--- config.mk ---
export PLATFORM = sky130hd
export DESIGN_NAME = cmcfg_regs
export DESIGN_NICKNAME = d
export VERILOG_FILES = /design/src/inc/cmcfg_pkg.sv /design/src/cmcfg_ratio_scale.sv /design/src/cmcfg_regs.sv
export SDC_FILE = /design/constraint.sdc
export NUM_CORES = 1
export LEC_CHECK = 0
export BUFFER_PORTS_ARGS = -buffer_cell sky130_fd_sc_hd__buf_2
export CAP_MARGIN = 40
export CORE_MARGIN = 10
export CORE_UTILIZATION = 45
export CTS_CLUSTER_SIZE = 12
export DETAILED_ROUTE_END_ITERATION = 12
export PLACE_DENSITY = 0.79
export SLEW_MARGIN = 20
export SYNTH_ARGS = -nofsm -noshare
export SYNTH_HDL_FRONTEND = slang
export SYNTH_SLANG_ARGS = --single-unit
--- constraint.sdc ---
create_clock -name clk_sys -period 1.5 [get_ports clk_sys]
set_input_delay 0.075 -clock clk_sys [delete_from_list [all_inputs] [get_ports clk_sys]]
set_output_delay 0.075 -clock clk_sys [all_outputs]
set_load 0.1 [all_outputs]
--- src/inc/cmcfg_pkg.sv ---
// Register map, field positions and reset values of the clock multiplier configuration bank
package cmcfg_pkg;
   // ==========================================
   // Register addresses
   localparam logic [7:0] ADDR_DEVICE_CONTROL = 8'h02;
   localparam logic [7:0] ADDR_DEVICE_CONFIGURATION_ONE = 8'h03;
   localparam logic [7:0] ADDR_GLOBAL_CONFIGURATION = 8'h05;
   localparam logic [7:0] ADDR_USER_RATIO_0 = 8'h06;
   localparam logic [7:0] ADDR_USER_RATIO_1 = 8'h07;
   localparam logic [7:0] ADDR_USER_RATIO_2 = 8'h08;
   localparam logic [7:0] ADDR_USER_RATIO_3 = 8'h09;
   localparam logic [7:0] ADDR_FUNCTION_CONFIGURATION_ONE = 8'h16;
   localparam logic [7:0] ADDR_FUNCTION_CONFIGURATION_TWO = 8'h17;
   // ==========================================
   // Field positions
   localparam int UNLOCK_BIT = 7;
   localparam int AUX_DISABLE_BIT = 1;
   localparam int CLK_DISABLE_BIT = 0;
   localparam int RATIO_SCALE_LSB = 5;
   localparam int AUX_SOURCE_LSB = 1;
   localparam int PORT_ENABLE_A_BIT = 0;
   localparam int FREEZE_BIT = 3;
   localparam int PORT_ENABLE_B_BIT = 0;
   localparam int SKIP_ENABLE_BIT = 7;
   localparam int LOCK_PIN_STYLE_BIT = 6;
   localparam int REF_DIVIDER_LSB = 3;
   localparam int OUTPUT_ON_UNLOCK_BIT = 4;
   localparam int RATIO_FORMAT_BIT = 3;
   // ==========================================
   // Writable masks and reset values
   localparam logic [7:0] MASK_DEVICE_CONTROL = 8'h03;
   localparam logic [7:0] MASK_DEVICE_CONFIGURATION_ONE = 8'he7;
   localparam logic [7:0] MASK_GLOBAL_CONFIGURATION = 8'h09;
   localparam logic [7:0] MASK_FUNCTION_CONFIGURATION_ONE = 8'hd8;
   localparam logic [7:0] MASK_FUNCTION_CONFIGURATION_TWO = 8'h18;
   localparam logic [7:0] RESET_BYTE = 8'h00;
   localparam logic [31:0] RESET_RATIO = 32'h0000_0000;
   // ==========================================
   // Source and reference divider codes
   localparam logic [1:0] AUX_SRC_REF = 2'h0;
   localparam logic [1:0] AUX_SRC_INPUT = 2'h1;
   localparam logic [1:0] AUX_SRC_OUTPUT = 2'h2;
   localparam logic [1:0] AUX_SRC_LOCK = 2'h3;
   localparam logic [1:0] REF_DIV_FOUR = 2'h0;
   localparam logic [1:0] REF_DIV_TWO = 2'h1;
   localparam logic [1:0] REF_DIV_ONE = 2'h2;
endpackage

--- src/cmcfg_ratio_scale.sv ---
// Ratio modifier shifter for the user ratio
`timescale 1ns/1ps
module cmcfg_ratio_scale (
   // Operands
   input wire logic [31:0] ratio,
   input wire logic [2:0] scale_select,
   // Result
   output logic [35:0] scaled_ratio
);
   wire [35:0] ratio_wide = {4'h0, ratio};
   assign scaled_ratio = scale_select[2] ?
      (ratio_wide >> ({1'b0, scale_select[1:0]} + 3'h1)) :
      (ratio_wide << scale_select[1:0]);
endmodule

--- src/cmcfg_regs.sv ---
// Configuration register bank of the fractional-N clock multiplier
`timescale 1ns/1ps
module cmcfg_regs (
   // Clock and reset
   input wire logic clk_sys,
   input wire logic nrst,
   // Register port from the serial control port
   input wire logic [7:0] reg_addr,
   input wire logic [7:0] reg_wdata,
   input wire logic reg_write,
   input wire logic reg_read,
   output logic [7:0] reg_rdata,
   // Loop and clock sources
   input wire logic pll_locked,
   input wire logic ref_clk_in,
   input wire logic input_clk_in,
   input wire logic pll_clk_in,
   // Auxiliary pin
   output logic aux_out,
   output logic aux_out_en_n,
   // Clock output pin
   output logic clk_out,
   output logic clk_out_en_n,
   // Applied settings toward the loop
   output logic normal_operation,
   output logic [35:0] effective_ratio,
   output logic ratio_format_select,
   output logic skip_tolerance_enable,
   output logic [1:0] reference_divider_select
);
   // ==========================================
   // Storage
   logic [7:0] device_control_reg, device_configuration_one_reg;
   logic [7:0] global_configuration_reg;
   logic [31:0] user_ratio_reg;
   logic [7:0] function_configuration_one_reg, function_configuration_two_reg;
   logic [7:0] active_control_reg, active_configuration_reg;
   logic unlock_sticky_reg;
   logic [7:0] rdata_reg;

   wire wr_ctrl = reg_write && reg_addr == cmcfg_pkg::ADDR_DEVICE_CONTROL;
   wire wr_cfg1 = reg_write && reg_addr == cmcfg_pkg::ADDR_DEVICE_CONFIGURATION_ONE;
   wire wr_glob = reg_write && reg_addr == cmcfg_pkg::ADDR_GLOBAL_CONFIGURATION;
   wire wr_fc1 = reg_write && reg_addr == cmcfg_pkg::ADDR_FUNCTION_CONFIGURATION_ONE;
   wire wr_fc2 = reg_write && reg_addr == cmcfg_pkg::ADDR_FUNCTION_CONFIGURATION_TWO;
   wire rd_ctrl = reg_read && reg_addr == cmcfg_pkg::ADDR_DEVICE_CONTROL;
   wire freeze = global_configuration_reg[cmcfg_pkg::FREEZE_BIT];
   wire [7:0] ctrl_wval = reg_wdata & cmcfg_pkg::MASK_DEVICE_CONTROL;
   wire [7:0] cfg1_wval = reg_wdata & cmcfg_pkg::MASK_DEVICE_CONFIGURATION_ONE;
   wire [7:0] glob_wval = reg_wdata & cmcfg_pkg::MASK_GLOBAL_CONFIGURATION;

   always_ff @(posedge clk_sys or negedge nrst) begin
      if (!nrst) begin
         device_control_reg <= cmcfg_pkg::RESET_BYTE;
         device_configuration_one_reg <= cmcfg_pkg::RESET_BYTE;
         global_configuration_reg <= cmcfg_pkg::RESET_BYTE;
         user_ratio_reg <= cmcfg_pkg::RESET_RATIO;
         function_configuration_one_reg <= cmcfg_pkg::RESET_BYTE;
         function_configuration_two_reg <= cmcfg_pkg::RESET_BYTE;
      end else begin
         if (wr_ctrl) device_control_reg <= ctrl_wval;
         if (wr_cfg1) device_configuration_one_reg <= cfg1_wval;
         if (wr_glob) global_configuration_reg <= glob_wval;
         if (reg_write && reg_addr == cmcfg_pkg::ADDR_USER_RATIO_0) user_ratio_reg[31:24] <= reg_wdata;
         if (reg_write && reg_addr == cmcfg_pkg::ADDR_USER_RATIO_1) user_ratio_reg[23:16] <= reg_wdata;
         if (reg_write && reg_addr == cmcfg_pkg::ADDR_USER_RATIO_2) user_ratio_reg[15:8] <= reg_wdata;
         if (reg_write && reg_addr == cmcfg_pkg::ADDR_USER_RATIO_3) user_ratio_reg[7:0] <= reg_wdata;
         if (wr_fc1) function_configuration_one_reg <= reg_wdata & cmcfg_pkg::MASK_FUNCTION_CONFIGURATION_ONE;
         if (wr_fc2) function_configuration_two_reg <= reg_wdata & cmcfg_pkg::MASK_FUNCTION_CONFIGURATION_TWO;
      end
   end

   // ==========================================
   // Applied copies of 02h and 03h
   // unfrozen write lands in the applied copy the same edge
   // frozen writes only reach the shadow
   // release copies every shadow in one edge
   always_ff @(posedge clk_sys or negedge nrst) begin
      if (!nrst) begin
         active_control_reg <= cmcfg_pkg::RESET_BYTE;
         active_configuration_reg <= cmcfg_pkg::RESET_BYTE;
      end else if (!freeze) begin
         active_control_reg <= wr_ctrl ? ctrl_wval : device_control_reg;
         active_configuration_reg <= wr_cfg1 ? cfg1_wval : device_configuration_one_reg;
      end
   end

   // sticky unlock: a new unlock wins over the read clear
   always_ff @(posedge clk_sys or negedge nrst) begin
      if (!nrst) begin
         unlock_sticky_reg <= 1'b1;
      end else begin
         unlock_sticky_reg <= !pll_locked || (unlock_sticky_reg && !rd_ctrl);
      end
   end

   // ==========================================
   // Read path
   wire [7:0] ctrl_rval = {unlock_sticky_reg, device_control_reg[6:0]};
   wire [7:0] read_mux =
      (reg_addr == cmcfg_pkg::ADDR_DEVICE_CONTROL) ? ctrl_rval :
      (reg_addr == cmcfg_pkg::ADDR_DEVICE_CONFIGURATION_ONE) ? device_configuration_one_reg :
      (reg_addr == cmcfg_pkg::ADDR_GLOBAL_CONFIGURATION) ? global_configuration_reg :
      (reg_addr == cmcfg_pkg::ADDR_USER_RATIO_0) ? user_ratio_reg[31:24] :
      (reg_addr == cmcfg_pkg::ADDR_USER_RATIO_1) ? user_ratio_reg[23:16] :
      (reg_addr == cmcfg_pkg::ADDR_USER_RATIO_2) ? user_ratio_reg[15:8] :
      (reg_addr == cmcfg_pkg::ADDR_USER_RATIO_3) ? user_ratio_reg[7:0] :
      (reg_addr == cmcfg_pkg::ADDR_FUNCTION_CONFIGURATION_ONE) ? function_configuration_one_reg :
      (reg_addr == cmcfg_pkg::ADDR_FUNCTION_CONFIGURATION_TWO) ? function_configuration_two_reg :
      8'h00;

   always_ff @(posedge clk_sys or negedge nrst) begin
      if (!nrst) begin
         rdata_reg <= cmcfg_pkg::RESET_BYTE;
      end else if (reg_read) begin
         rdata_reg <= read_mux;
      end
   end
   assign reg_rdata = rdata_reg;

   // ==========================================
   // Decoded applied fields
   wire [2:0] ratio_scale_select = active_configuration_reg[cmcfg_pkg::RATIO_SCALE_LSB +: 3];
   wire [1:0] aux_source_select = active_configuration_reg[cmcfg_pkg::AUX_SOURCE_LSB +: 2];
   wire port_enable_a = active_configuration_reg[cmcfg_pkg::PORT_ENABLE_A_BIT];
   wire port_enable_b = global_configuration_reg[cmcfg_pkg::PORT_ENABLE_B_BIT];
   wire lock_pin_style = function_configuration_one_reg[cmcfg_pkg::LOCK_PIN_STYLE_BIT];
   wire output_on_unlock = function_configuration_two_reg[cmcfg_pkg::OUTPUT_ON_UNLOCK_BIT];
   wire aux_disable = active_control_reg[cmcfg_pkg::AUX_DISABLE_BIT];
   wire clk_disable = active_control_reg[cmcfg_pkg::CLK_DISABLE_BIT];

   assign normal_operation = port_enable_a && port_enable_b;
   assign skip_tolerance_enable = function_configuration_one_reg[cmcfg_pkg::SKIP_ENABLE_BIT];
   assign reference_divider_select = function_configuration_one_reg[cmcfg_pkg::REF_DIVIDER_LSB +: 2];
   assign ratio_format_select = function_configuration_two_reg[cmcfg_pkg::RATIO_FORMAT_BIT];

   cmcfg_ratio_scale u_scale (
      .ratio(user_ratio_reg),
      .scale_select(ratio_scale_select),
      .scaled_ratio(effective_ratio)
   );

   // ==========================================
   // Output gating
   // gate clocks low while unlocked, unless kept on
   wire clocks_gated = !pll_locked && !output_on_unlock;
   wire pll_clk_gated = pll_clk_in && !clocks_gated;

   wire aux_clock_value =
      (aux_source_select == cmcfg_pkg::AUX_SRC_REF) ? ref_clk_in :
      (aux_source_select == cmcfg_pkg::AUX_SRC_INPUT) ? input_clk_in : pll_clk_gated;
   wire aux_is_lock = aux_source_select == cmcfg_pkg::AUX_SRC_LOCK;
   // push-pull high when unlocked; open-drain low when unlocked
   wire aux_lock_value = lock_pin_style ? 1'b0 : !pll_locked;
   wire aux_lock_float = lock_pin_style && pll_locked;
   // style only matters for the lock source
   assign aux_out = aux_is_lock ? aux_lock_value : aux_clock_value;
   assign aux_out_en_n = aux_disable || (aux_is_lock && aux_lock_float);
   assign clk_out = pll_clk_gated;
   assign clk_out_en_n = clk_disable;

   // ==========================================
   // Checks
   a_freeze_holds_cfg: assert property (@(posedge clk_sys) disable iff (!nrst)
      freeze |=> $stable(active_configuration_reg))
      else $error("applied configuration changed while frozen");
   a_unfrozen_write_now: assert property (@(posedge clk_sys) disable iff (!nrst)
      (!freeze && wr_cfg1) |=> active_configuration_reg == $past(cfg1_wval))
      else $error("unfrozen write not applied");
   a_release_applies_all: assert property (@(posedge clk_sys) disable iff (!nrst)
      ($fell(freeze) && !wr_ctrl && !wr_cfg1) |=> (active_control_reg == $past(device_control_reg)
      && active_configuration_reg == $past(device_configuration_one_reg)))
      else $error("frozen values not applied together");
   // Settled enables may only drop through a write or a freeze release
   a_enable_pair: assert property (@(posedge clk_sys) disable iff (!nrst)
      (normal_operation && !wr_cfg1 && !wr_glob && !freeze && !$past(freeze))
      |=> normal_operation)
      else $error("normal operation dropped without a write");
   a_unlock_sticky: assert property (@(posedge clk_sys) disable iff (!nrst)
      (!pll_locked) |=> unlock_sticky_reg)
      else $error("unlock not captured");
   a_unlock_hold: assert property (@(posedge clk_sys) disable iff (!nrst)
      (unlock_sticky_reg && !rd_ctrl) |=> unlock_sticky_reg)
      else $error("unlock cleared without read");
   a_lock_push_pull: assert property (@(posedge clk_sys) disable iff (!nrst)
      (aux_is_lock && !lock_pin_style && !aux_disable) |-> (!aux_out_en_n && aux_out == !pll_locked))
      else $error("push-pull lock output wrong");
   a_lock_open_drain: assert property (@(posedge clk_sys) disable iff (!nrst)
      (aux_is_lock && lock_pin_style) |-> (pll_locked ? aux_out_en_n : (aux_out == 1'b0)))
      else $error("open-drain lock output wrong");
   a_clock_gate_low: assert property (@(posedge clk_sys) disable iff (!nrst)
      (!pll_locked && !output_on_unlock) |-> !clk_out)
      else $error("clock not forced low while unlocked");
   a_ratio_byte_order: assert property (@(posedge clk_sys) disable iff (!nrst)
      (reg_write && reg_addr == cmcfg_pkg::ADDR_USER_RATIO_0) |=> user_ratio_reg[31:24] == $past(reg_wdata))
      else $error("ratio MSB byte misplaced");
endmodule

Word level (Yosys, flattened, before mapping)
Index checks and enable logic that the tools add are counted.

Input port bits: 24. Output and inout bits: 53. Bits in registers: 75.

Eq/ne operators: 11. Reduce and logical (&&, ||, !) cells: 23. Mux-type cells: 16. Shift-type cells: 2. Add/sub/neg operators: 1.

Operator list (count): 8-bit 2-to-1 mux (10); 36-bit 2-to-1 mux (1); 32-bit by 2-bit left shift with 36-bit output (1); 32-bit by 3-bit right shift with 36-bit output (1); 8-bit by 3-bit equality test with 1-bit output (second input constant) (3); 8-bit by 2-bit equality test with 1-bit output (second input constant) (2); 8-bit by 4-bit equality test with 1-bit output (second input constant) (2); 8-bit by 5-bit equality test with 1-bit output (second input constant) (2); 1-bit logical AND (16); 5-bit 2-to-1 mux (1); 1-bit logical NOT (4); 1-bit 2-to-1 mux (4); 2-bit by 1-bit adder with 3-bit output (second input constant) (1); 2-bit by 1-bit equality test with 1-bit output (second input constant) (1); 2-bit equality test (second input constant) (1); 2-bit logical NOT (1); 1-bit logical OR (2).

Longest topological paths before layout
Gate-level depths: netlist of the first run.

Depth in word-level cells: 10. Gate-level depth with buffers: 7. Gate-level depth less buffers: 5.

Cells and area by module
A second synthesis of the first run with hierarchy kept.

Cell total of the unflattened synthesis: 457. Area total of the unflattened synthesis: 4858.4 µm².

By module, submodules not included: cmcfg_regs (sequential area each 1677.9 µm², cells an instance 269, times used 1, area each 3286.9 µm²); cmcfg_ratio_scale (sequential area each 0.0 µm², cells an instance 188, times used 1, area each 1571.5 µm²).

Worst setup path after synthesis of the first run
Ideal clock, no wire load.

Path kind: flip-flop to output port. Start point: register active_configuration_reg[5]. End point: output port effective_ratio[31]. Data required time: 1.425 ns. Buffers on the path: 3. Arrival: 3.585 ns. Setup slack: -2.160 ns. Stages on the path, launching flop included: 6. Cells stage by stage: dfrtp_1 -> buf_2 -> buf_2 -> buf_2 -> nand2_1 -> a311oi_1.

Cells in the longest elaborated chain, start to end: 3. Elaborated cells on any way between the ends: 4. Classes of those cells: add/sub: 1; shift: 2; mux: 1.

RTL lines: from (decl) (line cmcfg_regs.sv:37) `logic [7:0] active_control_reg, active_configuration_reg;`; from (signal assigned) (line cmcfg_regs.sv:81) `active_configuration_reg <= cmcfg_pkg::RESET_BYTE;`; from (signal assigned) (line cmcfg_regs.sv:84) `active_configuration_reg <= wr_cfg1 ? cfg1_wval : device_configuration_one_reg;`; 2-bit by 1-bit adder with 3-bit output (line cmcfg_ratio_scale.sv:12) `(ratio_wide >> ({1'b0, scale_select[1:0]} + 3'h1)) :`; 32-bit by 3-bit right shift with 36-bit output (line cmcfg_ratio_scale.sv:12); 36-bit 2-to-1 mux * (line cmcfg_ratio_scale.sv:11) `assign scaled_ratio = scale_select[2] ?`; to (decl) (line cmcfg_regs.sv:26) `output logic [35:0] effective_ratio,`.

Every way passes the cells marked *; elsewhere a longest branch is shown, timed or not.

Worst setup path in the final report of the first run
Start point: register active_configuration_reg[5]. End point: output port effective_ratio[28].

Same word-level chain as after synthesis.

==> results.sh, run 1 <==
export IMPL_status="finished, violations left"
export IMPL_violations="negative setup slack"
export IMPL_cp_cell_sequence="buf_12 -> buf_8 -> mux4_2 -> o21a_4 -> buf_12"
export IMPL_final_area_mm2=0.00796
export IMPL_ys_seq_area_share_pct=33.4
export IMPL_nNetsFinal=670
export IMPL_avgSynthCellArea_um2=10.2
export IMPL_slowest_stage="mux4_2"
export IMPL_via_per_inst=6.19
export IMPL_yosys_area_share_simple_pct=17.2
export IMPL_rsz0062_at_grt="yes"
export IMPL_post_route_min_period_ps=2130
export IMPL_criticalPathCategory="reg2out"
export IMPL_io_buffers=75
export IMPL_synth_area_mm2=0.00503
export IMPL_drc=0
export IMPL_synth_seq_cells=67
export IMPL_grt_overflow_total=0
export IMPL_power_density_mw_per_mm2=804
export IMPL_synth_edf_count=0
export IMPL_antenna_cells=0
export IMPL_ioPinCount=77
export IMPL_cp_depth=5
export IMPL_grt_first_pass_wirelength_um=27600
export IMPL_path_clk_slew_ps=80
export IMPL_yosys_top_cells_count="dfrtp_1 (66), mux2_2 (54), nor2_1 (40), nand2_1 (38), mux4_2 (27)"
export IMPL_dr_first_iter_drc_count=486
export IMPL_drive_gt1_share_pct=64.1
export IMPL_critPathMaxFanout=8
export IMPL_synth_top_area_cell="dfrtp_1"
export IMPL_holdPathStages=2
export IMPL_grt_pass1_vias=5276
export IMPL_ir_drop_v=0.000978
export IMPL_gp_congestion=0.907
export IMPL_synth_compound_area_share_pct=15.3
export IMPL_synth_adder_area_share_pct=0
export IMPL_grt_antenna_before_repair=0
export IMPL_cts_tree="built"
export IMPL_vias=4900
export IMPL_leakagePower_uw=0.00349
export IMPL_wirelength_um=17700
export IMPL_clock_latency_ps=360
export IMPL_area_growth_syn_to_layout_pct=58.4
export IMPL_clockBufferDepth=2
export IMPL_drv_cap=0
export IMPL_hold_path_class="in2reg"
export IMPL_crit_arrival_ps=2050
export IMPL_crit_family="multiplexers"
export IMPL_coreArea_mm2=0.0109
export IMPL_grt_max_degree=32
export IMPL_place_ws_ps=-300
export IMPL_syn_num_nets=515
export IMPL_initial_core_util_pct=46.2
export IMPL_crit_top_cell="buf_12"
export IMPL_yosysMostFrequentCell="dfrtp_1"
export IMPL_routedWlPerCell_um=22.4
export IMPL_cts_buffers=9
export IMPL_synth_cells=491
export IMPL_end_kind="primary output"
export IMPL_synthTopCellsByArea="dfrtp_1 (33%), mux2_2 (12%), mux4_2 (12%)"
export IMPL_die_w_um=126
export IMPL_finalHoldViolCount=0
export IMPL_hpwl_um=12200
export IMPL_final_period_utilization_pct=142
export IMPL_yosys_warnings=0
export IMPL_fin_ws_ps=-627
export IMPL_crit_path_start_kind="register"
export IMPL_async_flop_share_pct=100
export IMPL_rr_worst_depth=5
export IMPL_finClkSkew_ps=9.34
export IMPL_placed_cell_area_mm2=0.00690
export IMPL_clock_sinks=67
export IMPL_setup_viol=38
export IMPL_worst_pin_slew_ps=547
export IMPL_fp_dieH_um=126
export IMPL_ys_flop_type="dfrtp_1"
export IMPL_fmax_ghz=0.470
export IMPL_worstPathRequired_ps=1420
export IMPL_largest_register_ffs=32
export IMPL_final_max_slew_violation_count=0
export IMPL_clock_root_buffer="clkbuf_8"
export IMPL_fp_dieArea_mm2=0.0158
export IMPL_antenna_left=0
export IMPL_rows=38
export IMPL_netlist_area_leader_share_pct=32.9
export IMPL_synth_top_family_by_area="multiplexers"
export IMPL_yosysUniqueCellTypes=59
export IMPL_totalPowerFinal_uw=6400
export IMPL_num_fill_cells=678
export IMPL_synth_xor_xnor_area_share_pct=0.174
export IMPL_grt_usage_pct=21.2
export IMPL_path_buf_inv=3
export IMPL_synth_mux_area_share_pct=29.2
export IMPL_dr_pass1_iters=5
export IMPL_htreeDepth=3
export IMPL_cp_slowest_stage_delay_ps=530
export IMPL_max_slew_margin_pct=63.6
[layer usage]
| metal | vias to the layer above | global-route usage (%) | part of all wire, % |
|---|---|---|---|
| met4 | 0 | 9.82 | 3.2 |
| met2 | 244 | 36.3 | 50 |
| li1 | 2168 | - | - |
| met5 | - | 0 | 0 |
| met1 | 2438 | 24.0 | 40 |
| met3 | 50 | 5.75 | 7.3 |
[power by group]
part / total (uW) / internal, uW / switching (uW) / leakage [uW]
clock network: 1830 / 1110 / 723 / 0.000113
registers: 2020 / 1890 / 136 / 0.000899
logic: 2550 / 1030 / 1520 / 0.00248
total: 6400 / 4020 / 2380 / 0.00349
[worst reg2reg max path, cell delays in order (launching register included)]
cell	delay, ps
dfrtp_2	490
buf_4	170
nand2b_1	140
a32oi_1	260
o22ai_2	170
a22o_1	220
[layout by cell type (no fill, tap or decap), types with 5 or more instances in the layout]
cell      count
mux2i_1      11
buf_2        38
mux2_4       10
and3_1        9
dfrtp_1      54
dfrtp_2      10
o21ai_2       5
o21ai_0      14
buf_4        87
mux2_2       50
nor2b_1       8
nand2b_4      5
a21oi_2       6
nor2_4       29
nor2_1        7
buf_6         7
mux4_2       27
buf_12       48
inv_1         6
nand3_1      15
a211o_1       6
a32oi_1       5
nand2b_1      6
a211oi_2      5
a21oi_1      14
nand3b_1      5
nand2_1      33
buf_8         5
clkbuf_8      9
[cells by family after synthesis]
logic type | count (synthesis)
multiplexers | 103
buffers and inverters | 50
other | 1
AND/OR/NAND/NOR | 158
XOR/XNOR | 1
AO/OA/AOI/OAI | 111
flip-flops | 67
[per-stage QoR]
stage,utilization [%],TNS (ps),hold slack [ps],cells
4_1_cts,71.1,-18960,42.2,789
5_1_grt,73.1,-20670,47.3,791
3_5_place_dp,63.4,-12920,20.8,758
6_report,73.1,-18590,43.0,791
3_3_place_gp,63.4,-11530,12.0,758
2_1_floorplan,-,-7110,-221,491
[area by class of cell]
type | instances | area (um2) | area share (%)
clock buffer | 10 | 128 | 1.60
clock inverter | 6 | 114 | 1.43
multi-input combinational | 374 | 3840 | 48.2
timing repair buffer | 188 | 1990 | 24.9
inverter | 6 | 22.5 | 0.283
tap | 140 | 175 | 2.20
sequential | 67 | 1700 | 21.3
[final timing paths]
| check | from | to | slack [ps] |
|---|---|---|---|
| setup / recovery | active_configuration_reg[5] | effective_ratio[28] | -630 |
| hold / removal | reg_wdata[5] | user_ratio_reg[13] | 40 |
| setup reg to reg | user_ratio_reg[20] | reg_rdata[4] | -40 |
| hold reg to reg | unlock_sticky_reg | unlock_sticky_reg | 490 |
| max in group asynchronous | nrst | unlock_sticky_reg | 750 |
| min in group asynchronous | nrst | user_ratio_reg[15] | 180 |
[what timing repair did]
action,CTS,global route
endpoints found under the setup margin,38,42
pin swaps,15,19
gates cloned,2,0
buffers inserted,12,6
hold buffers,2,0
hold endpoints to repair,53,0
gates resized for setup,120,65
Note: power is estimated with default switching activity, not from simulation.
==> run 2, diff against run 1 <==
--- a/config.mk
+++ b/config.mk
@@ -12,6 +12,7 @@
 export CTS_CLUSTER_SIZE = 12
 export DETAILED_ROUTE_END_ITERATION = 12
 export PLACE_DENSITY = 0.79
+export SETUP_SLACK_MARGIN = 0.15
 export SLEW_MARGIN = 20
 export SYNTH_ARGS = -nofsm -noshare
 export SYNTH_HDL_FRONTEND = slang
==> run 2 against run 1 <==
The run still ends with negative setup slack left. Die area did not move. Combinational power increased by 6%. Non-clock buffer count increased by 24. Power is 3.9% lower. Global-route usage up 1.4 points. Fmax fell by 2.9%. Critical path type unchanged. Flip-flop and latch count unchanged. Via count rose by 5.7%. Worst hold slack gained 22 ps. Clock power is 22% lower.
==> results.sh, run 2 (synthesis results as in run 1) <==
export IMPL_grt_pass1_vias=5301
export IMPL_hp_start="reg_wdata[5]"
export IMPL_finClkSkew_ps=9.97
export IMPL_path_clk_slew_ps=80
export IMPL_rsz0062_at_grt="yes"
export IMPL_ir_drop_v=0.000629
export IMPL_wirelength_um=20100
export IMPL_final_cell_mix="buf_4 (109), mux2_2 (49), buf_12 (48)"
export IMPL_clockBufferDepth=2
export IMPL_r2r_start="user_ratio_reg[23]"
export IMPL_routedWlPerCell_um=24.6
export IMPL_gp_congestion=0.929
export IMPL_hpwl_um=12600
export IMPL_drc=0
export IMPL_ioPinCount=77
export IMPL_crit_arrival_ps=2110
export IMPL_area_growth_syn_to_layout_pct=63.8
export IMPL_vias=5181
export IMPL_fp_dieArea_mm2=0.0158
export IMPL_rows=38
export IMPL_largest_register_ffs=32
export IMPL_drv_cap=0
export IMPL_initial_core_util_pct=46.2
export IMPL_finalHoldViolCount=0
export IMPL_grt_usage_pct=22.6
export IMPL_crit_path_start_kind="register"
export IMPL_final_max_slew_violation_count=0
export IMPL_fmax_ghz=0.457
export IMPL_place_ws_ps=-412
export IMPL_clock_root_buffer="clkbuf_8"
export IMPL_end_kind="primary output"
export IMPL_setup_viol=37
export IMPL_htreeDepth=3
export IMPL_antenna_left=0
export IMPL_max_slew_margin_pct=66.1
export IMPL_leakagePower_uw=0.00364
export IMPL_startpoint="active_configuration_reg[5]"
export IMPL_grt_max_degree=68
export IMPL_grt_antenna_before_repair=0
export IMPL_num_fill_cells=661
export IMPL_via_per_inst=6.36
export IMPL_die_w_um=126
export IMPL_post_route_min_period_ps=2190
export IMPL_cts_buffers=9
export IMPL_hold_path_class="in2reg"
export IMPL_cts_tree="built"
export IMPL_placed_cell_area_mm2=0.00705
export IMPL_status="finished, violations left"
export IMPL_criticalPathCategory="reg2out"
export IMPL_critPathMaxFanout=6
export IMPL_worst_pin_slew_ps=508
export IMPL_antenna_cells=0
export IMPL_fp_dieH_um=126
export IMPL_final_area_mm2=0.00823
export IMPL_layout_commonest_cell="buf_4"
export IMPL_grt_overflow_total=0
export IMPL_clock_sinks=67
export IMPL_power_density_mw_per_mm2=747
export IMPL_coreArea_mm2=0.0109
export IMPL_dr_first_iter_drc_count=497
export IMPL_violations="negative setup slack"
export IMPL_final_period_utilization_pct=146
export IMPL_drive_gt1_share_pct=67.7
export IMPL_io_buffers=75
export IMPL_grt_first_pass_wirelength_um=29300
export IMPL_fin_ws_ps=-690
export IMPL_worstPathRequired_ps=1420
export IMPL_dr_pass1_iters=5
export IMPL_clock_latency_ps=360
export IMPL_nNetsFinal=694
-- run 2: changes by cell type in the layout (fill, tap and decap cells not counted), sizes merged --
cell      change
buf          +23
clkinvlp      +1
clkbuf        +2
inv           +1
bufinv        -3
-- run 2: final cells by class --
class / count / area (um2) / area share (%)
flip-flops and latches: 67 / 1710 / 20.7
inverters: 6 / 22.5 / 0.274
well taps: 140 / 175 / 2.13
clock buffers: 11 / 151 / 1.84
clock inverters: 5 / 36.3 / 0.441
repair buffers: 212 / 2220 / 27.0
multi-input cells: 374 / 3920 / 47.6
-- run 2: per-stage QoR --
stage	utilization [%]	power, uW	setup TNS, ps	cells	hold WS, ps
6_report	75.6	6150	-20030	815	65.1
5_1_grt	75.6	6340	-21820	815	66.0
4_1_cts	73.2	6020	-19260	803	55.5
3_5_place_dp	64.8	4260	-14640	776	118
3_3_place_gp	64.8	4210	-12820	776	112
2_1_floorplan	-	3540	-7080	491	-221
-- run 2: worst max-delay path: stages (launching register included) --
cell and delay (ps):
dfrtp_4 520, buf_12 160, buf_16 130, mux2i_1 200, nand2_1 140, and3_4 220
a31o_4 220, buf_12 160
-- run 2: final timing paths --
path	end	slack, ps	cells after the start
worst max register to register	reg_rdata[7]	-80	6
max in group asynchronous	unlock_sticky_reg	930	3
worst min register to register	unlock_sticky_reg	460	2
min in group asynchronous	function_configuration_one_reg[3]	260	3
worst min-delay path	user_ratio_reg[29]	70	2
worst max-delay path	effective_ratio[17]	-690	7
-- run 2: routing by layer --
| layer | wire length, um | part of all wire [%] | up-vias | GRT usage [%] |
|---|---|---|---|---|
| met2 | 10400 | 52 | 282 | 39.7 |
| met1 | 7610 | 38 | 2621 | 27.0 |
| met3 | 1380 | 6.9 | 65 | 4.78 |
| met4 | 736 | 3.7 | 0 | 6.84 |
| met5 | 0 | 0 | - | 0 |
| li1 | - | - | 2213 | - |
-- run 2: repair_timing --
item | in CTS | in global routing
gates resized for setup | 164 | 46
setup endpoints to repair | 46 | 48
buffers inserted | 7 | 11
hold endpoints to repair | 67 | 0
hold buffers | 2 | 0
gates cloned | 2 | 1
pin swaps | 22 | 18
-- run 2: power by group --
part | switching [uW] | internal, uW
Clock | 733 | 692
Sequential | 139 | 1890
Combinational | 1600 | 1100
==> run 3, diff against run 2 <==
--- a/config.mk
+++ b/config.mk
@@ -7,11 +7,11 @@
 export LEC_CHECK = 0
 export BUFFER_PORTS_ARGS = -buffer_cell sky130_fd_sc_hd__buf_2
 export CAP_MARGIN = 40
-export CORE_MARGIN = 10
+export CORE_MARGIN = 3
 export CORE_UTILIZATION = 45
 export CTS_CLUSTER_SIZE = 12
 export DETAILED_ROUTE_END_ITERATION = 12
-export PLACE_DENSITY = 0.79
+export PLACE_DENSITY = 0.77
 export SETUP_SLACK_MARGIN = 0.15
 export SLEW_MARGIN = 20
 export SYNTH_ARGS = -nofsm -noshare
==> constraint.sdc (replaced) <==
create_clock -name clk_sys -period 2.2 [get_ports clk_sys]
set_input_delay 0.11 -clock clk_sys [delete_from_list [all_inputs] [get_ports clk_sys]]
set_output_delay 0.11 -clock clk_sys [all_outputs]
set_load 0.1 [all_outputs]
==> run 3 against run 2 <==
The run now ends clean. Clock skew is 0.55 ps lower. Combinational power is 50% lower. Non-clock buffer count is 108 lower. Flip-flop and latch count stayed put. Sequential power is 32% lower. Critical endpoint is now effective_ratio[13]. Highest routed layer unchanged.
==> results.sh, run 3 (synthesis results as in run 1) <==
export IMPL_status="completed"
export IMPL_routedWlPerCell_um=20.8
export IMPL_wirelength_um=14600
export IMPL_initial_core_util_pct=47.4
export IMPL_final_area_mm2=0.00648
export IMPL_critPathMaxFanout=28
export IMPL_end_kind="primary output"
export IMPL_grt_usage_pct=23.2
export IMPL_grt_antenna_before_repair=0
export IMPL_num_fill_cells=841
export IMPL_clockBufferDepth=2
export IMPL_hold_path_class="in2reg"
export IMPL_die_w_um=112
export IMPL_fp_dieArea_mm2=0.0125
export IMPL_rsz0062_at_grt="yes"
export IMPL_vias=4464
export IMPL_clock_root_buffer="clkbuf_8"
export IMPL_clockPowerShare_pct=27.4
export IMPL_coreArea_mm2=0.0106
export IMPL_antenna_cells=0
export IMPL_gp_congestion=0.929
export IMPL_leakagePower_uw=0.00287
export IMPL_dr_pass1_iters=5
export IMPL_drive_gt1_share_pct=47.2
export IMPL_largest_register_ffs=32
export IMPL_combPwrFrac_pct=35.8
export IMPL_io_buffers=75
export IMPL_setup_tns_ps=0
export IMPL_htreeDepth=3
export IMPL_placed_cell_area_mm2=0.00602
export IMPL_dr_first_iter_drc_count=400
export IMPL_ir_drop_v=0.000461
export IMPL_setup_viol=0
export IMPL_rr_worst_depth=5
export IMPL_criticalPathCategory="reg2out"
export IMPL_layout_commonest_cell="dfrtp_1"
export IMPL_worstPathRequired_ps=2090
export IMPL_rows=37
export IMPL_via_per_inst=6.36
export IMPL_grt_max_degree=68
export IMPL_place_ws_ps=231
export IMPL_holdPathStages=2
export IMPL_cts_buffers=9
export IMPL_final_max_slew_violation_count=0
export IMPL_final_period_utilization_pct=96.2
export IMPL_fp_dieH_um=112
export IMPL_finalHoldViolCount=0
export IMPL_drc=0
export IMPL_hpwl_um=10200
export IMPL_power_density_mw_per_mm2=585
export IMPL_antenna_left=0
export IMPL_path_clk_slew_ps=70
export IMPL_nNetsFinal=586
export IMPL_p_sw_share_pct=38.0
export IMPL_drv_cap=0
export IMPL_grt_pass1_vias=4374
export IMPL_ioPinCount=77
export IMPL_clock_sinks=67
export IMPL_grt_first_pass_wirelength_um=23400
export IMPL_crit_arrival_ps=2010
export IMPL_seqPwrFrac_pct=36.8
export IMPL_final_cell_mix="dfrtp_1 (63), mux2_2 (53), buf_2 (40)"
export IMPL_p_switching_uw=1440
export IMPL_clock_latency_ps=340
export IMPL_intPower_uw=2350
export IMPL_crit_path_start_kind="register"
export IMPL_area_growth_syn_to_layout_pct=29.0
export IMPL_post_route_min_period_ps=2120
export IMPL_fin_ws_ps=83.7
export IMPL_fmax_ghz=0.473
export IMPL_cts_tree="built"
export IMPL_grt_overflow_total=0
export IMPL_finClkSkew_ps=9.43
==> run 3: changes by cell type in the layout (fill, tap and decap cells not counted), moves of 12 or more <==
cell     delta
buf_4      -77
buf_12     -23
nor2_4     -20
dfrtp_1    +16
dfrtp_2    -16
o21ai_0    +12
==> run 3: timing repair <==
item / in CTS / in global routing
setup buffers: 7 / 0
hold buffers: 2 / 0
pin swaps: 3 / 1
setup endpoints to repair: 33 / 31
endpoints found under the hold margin: 67 / 0
resized for setup: 49 / 9
==> run 3: critical path, cell delays in order (launching register included) <==
cell and delay [ps]:
dfrtp_4 490, buf_12 200, nor2b_1 70, a211o_1 280, and3_1 180, a31o_2 210, buf_4 230
==> run 3: per-stage QoR <==
stage	hold slack [ps]	util [%]	std cells	power, uW
after floorplan	-186	-	491	2340
after global routing	109	61.2	702	3920
after CTS	73.1	60.9	702	3800
after detailed placement	155	56.8	678	2690
after global placement	146	56.8	678	2670
final	91.3	61.2	702	3790
==> run 3: routing by layer <==
metal | global-route usage, % | wire length, um
met1 | 30.9 | 5760
met2 | 38.4 | 7030
met3 | 4.08 | 1400
met4 | 7.70 | 436
met5 | 0 | 0
==> run 3: power groups by stage <==
stage | Combinational, uW | Sequential [uW] | Clock, uW
2_1_floorplan | 943 | 1400 | 0
3_3_place_gp | 1250 | 1410 | 0
3_5_place_dp | 1270 | 1420 | 0
4_1_cts | 1340 | 1390 | 1060
5_1_grt | 1420 | 1400 | 1100
6_report | 1360 | 1390 | 1040
==> run 3: area by class of cell <==
class	count	area [um2]	area share, %
Clock inverter	2	35.0	0.540
Inverter	6	22.5	0.347
Tap cell	136	170	2.62
Timing Repair Buffer	104	1020	15.7
Sequential cell	67	1690	26.0
Clock buffer	13	169	2.60
Multi-Input combinational cell	374	3380	52.2
==> run 3: final timing paths <==
kind / from / endpoint / slack (ps)
min reg2reg: unlock_sticky_reg / unlock_sticky_reg / 460
min: reg_wdata[5] / user_ratio_reg[13] / 90
max in group asynchronous: nrst / active_configuration_reg[5] / 1580
max: active_configuration_reg[5] / effective_ratio[13] / 80
max reg2reg: user_ratio_reg[31] / reg_rdata[7] / 720
min in group asynchronous: nrst / function_configuration_one_reg[3] / 300
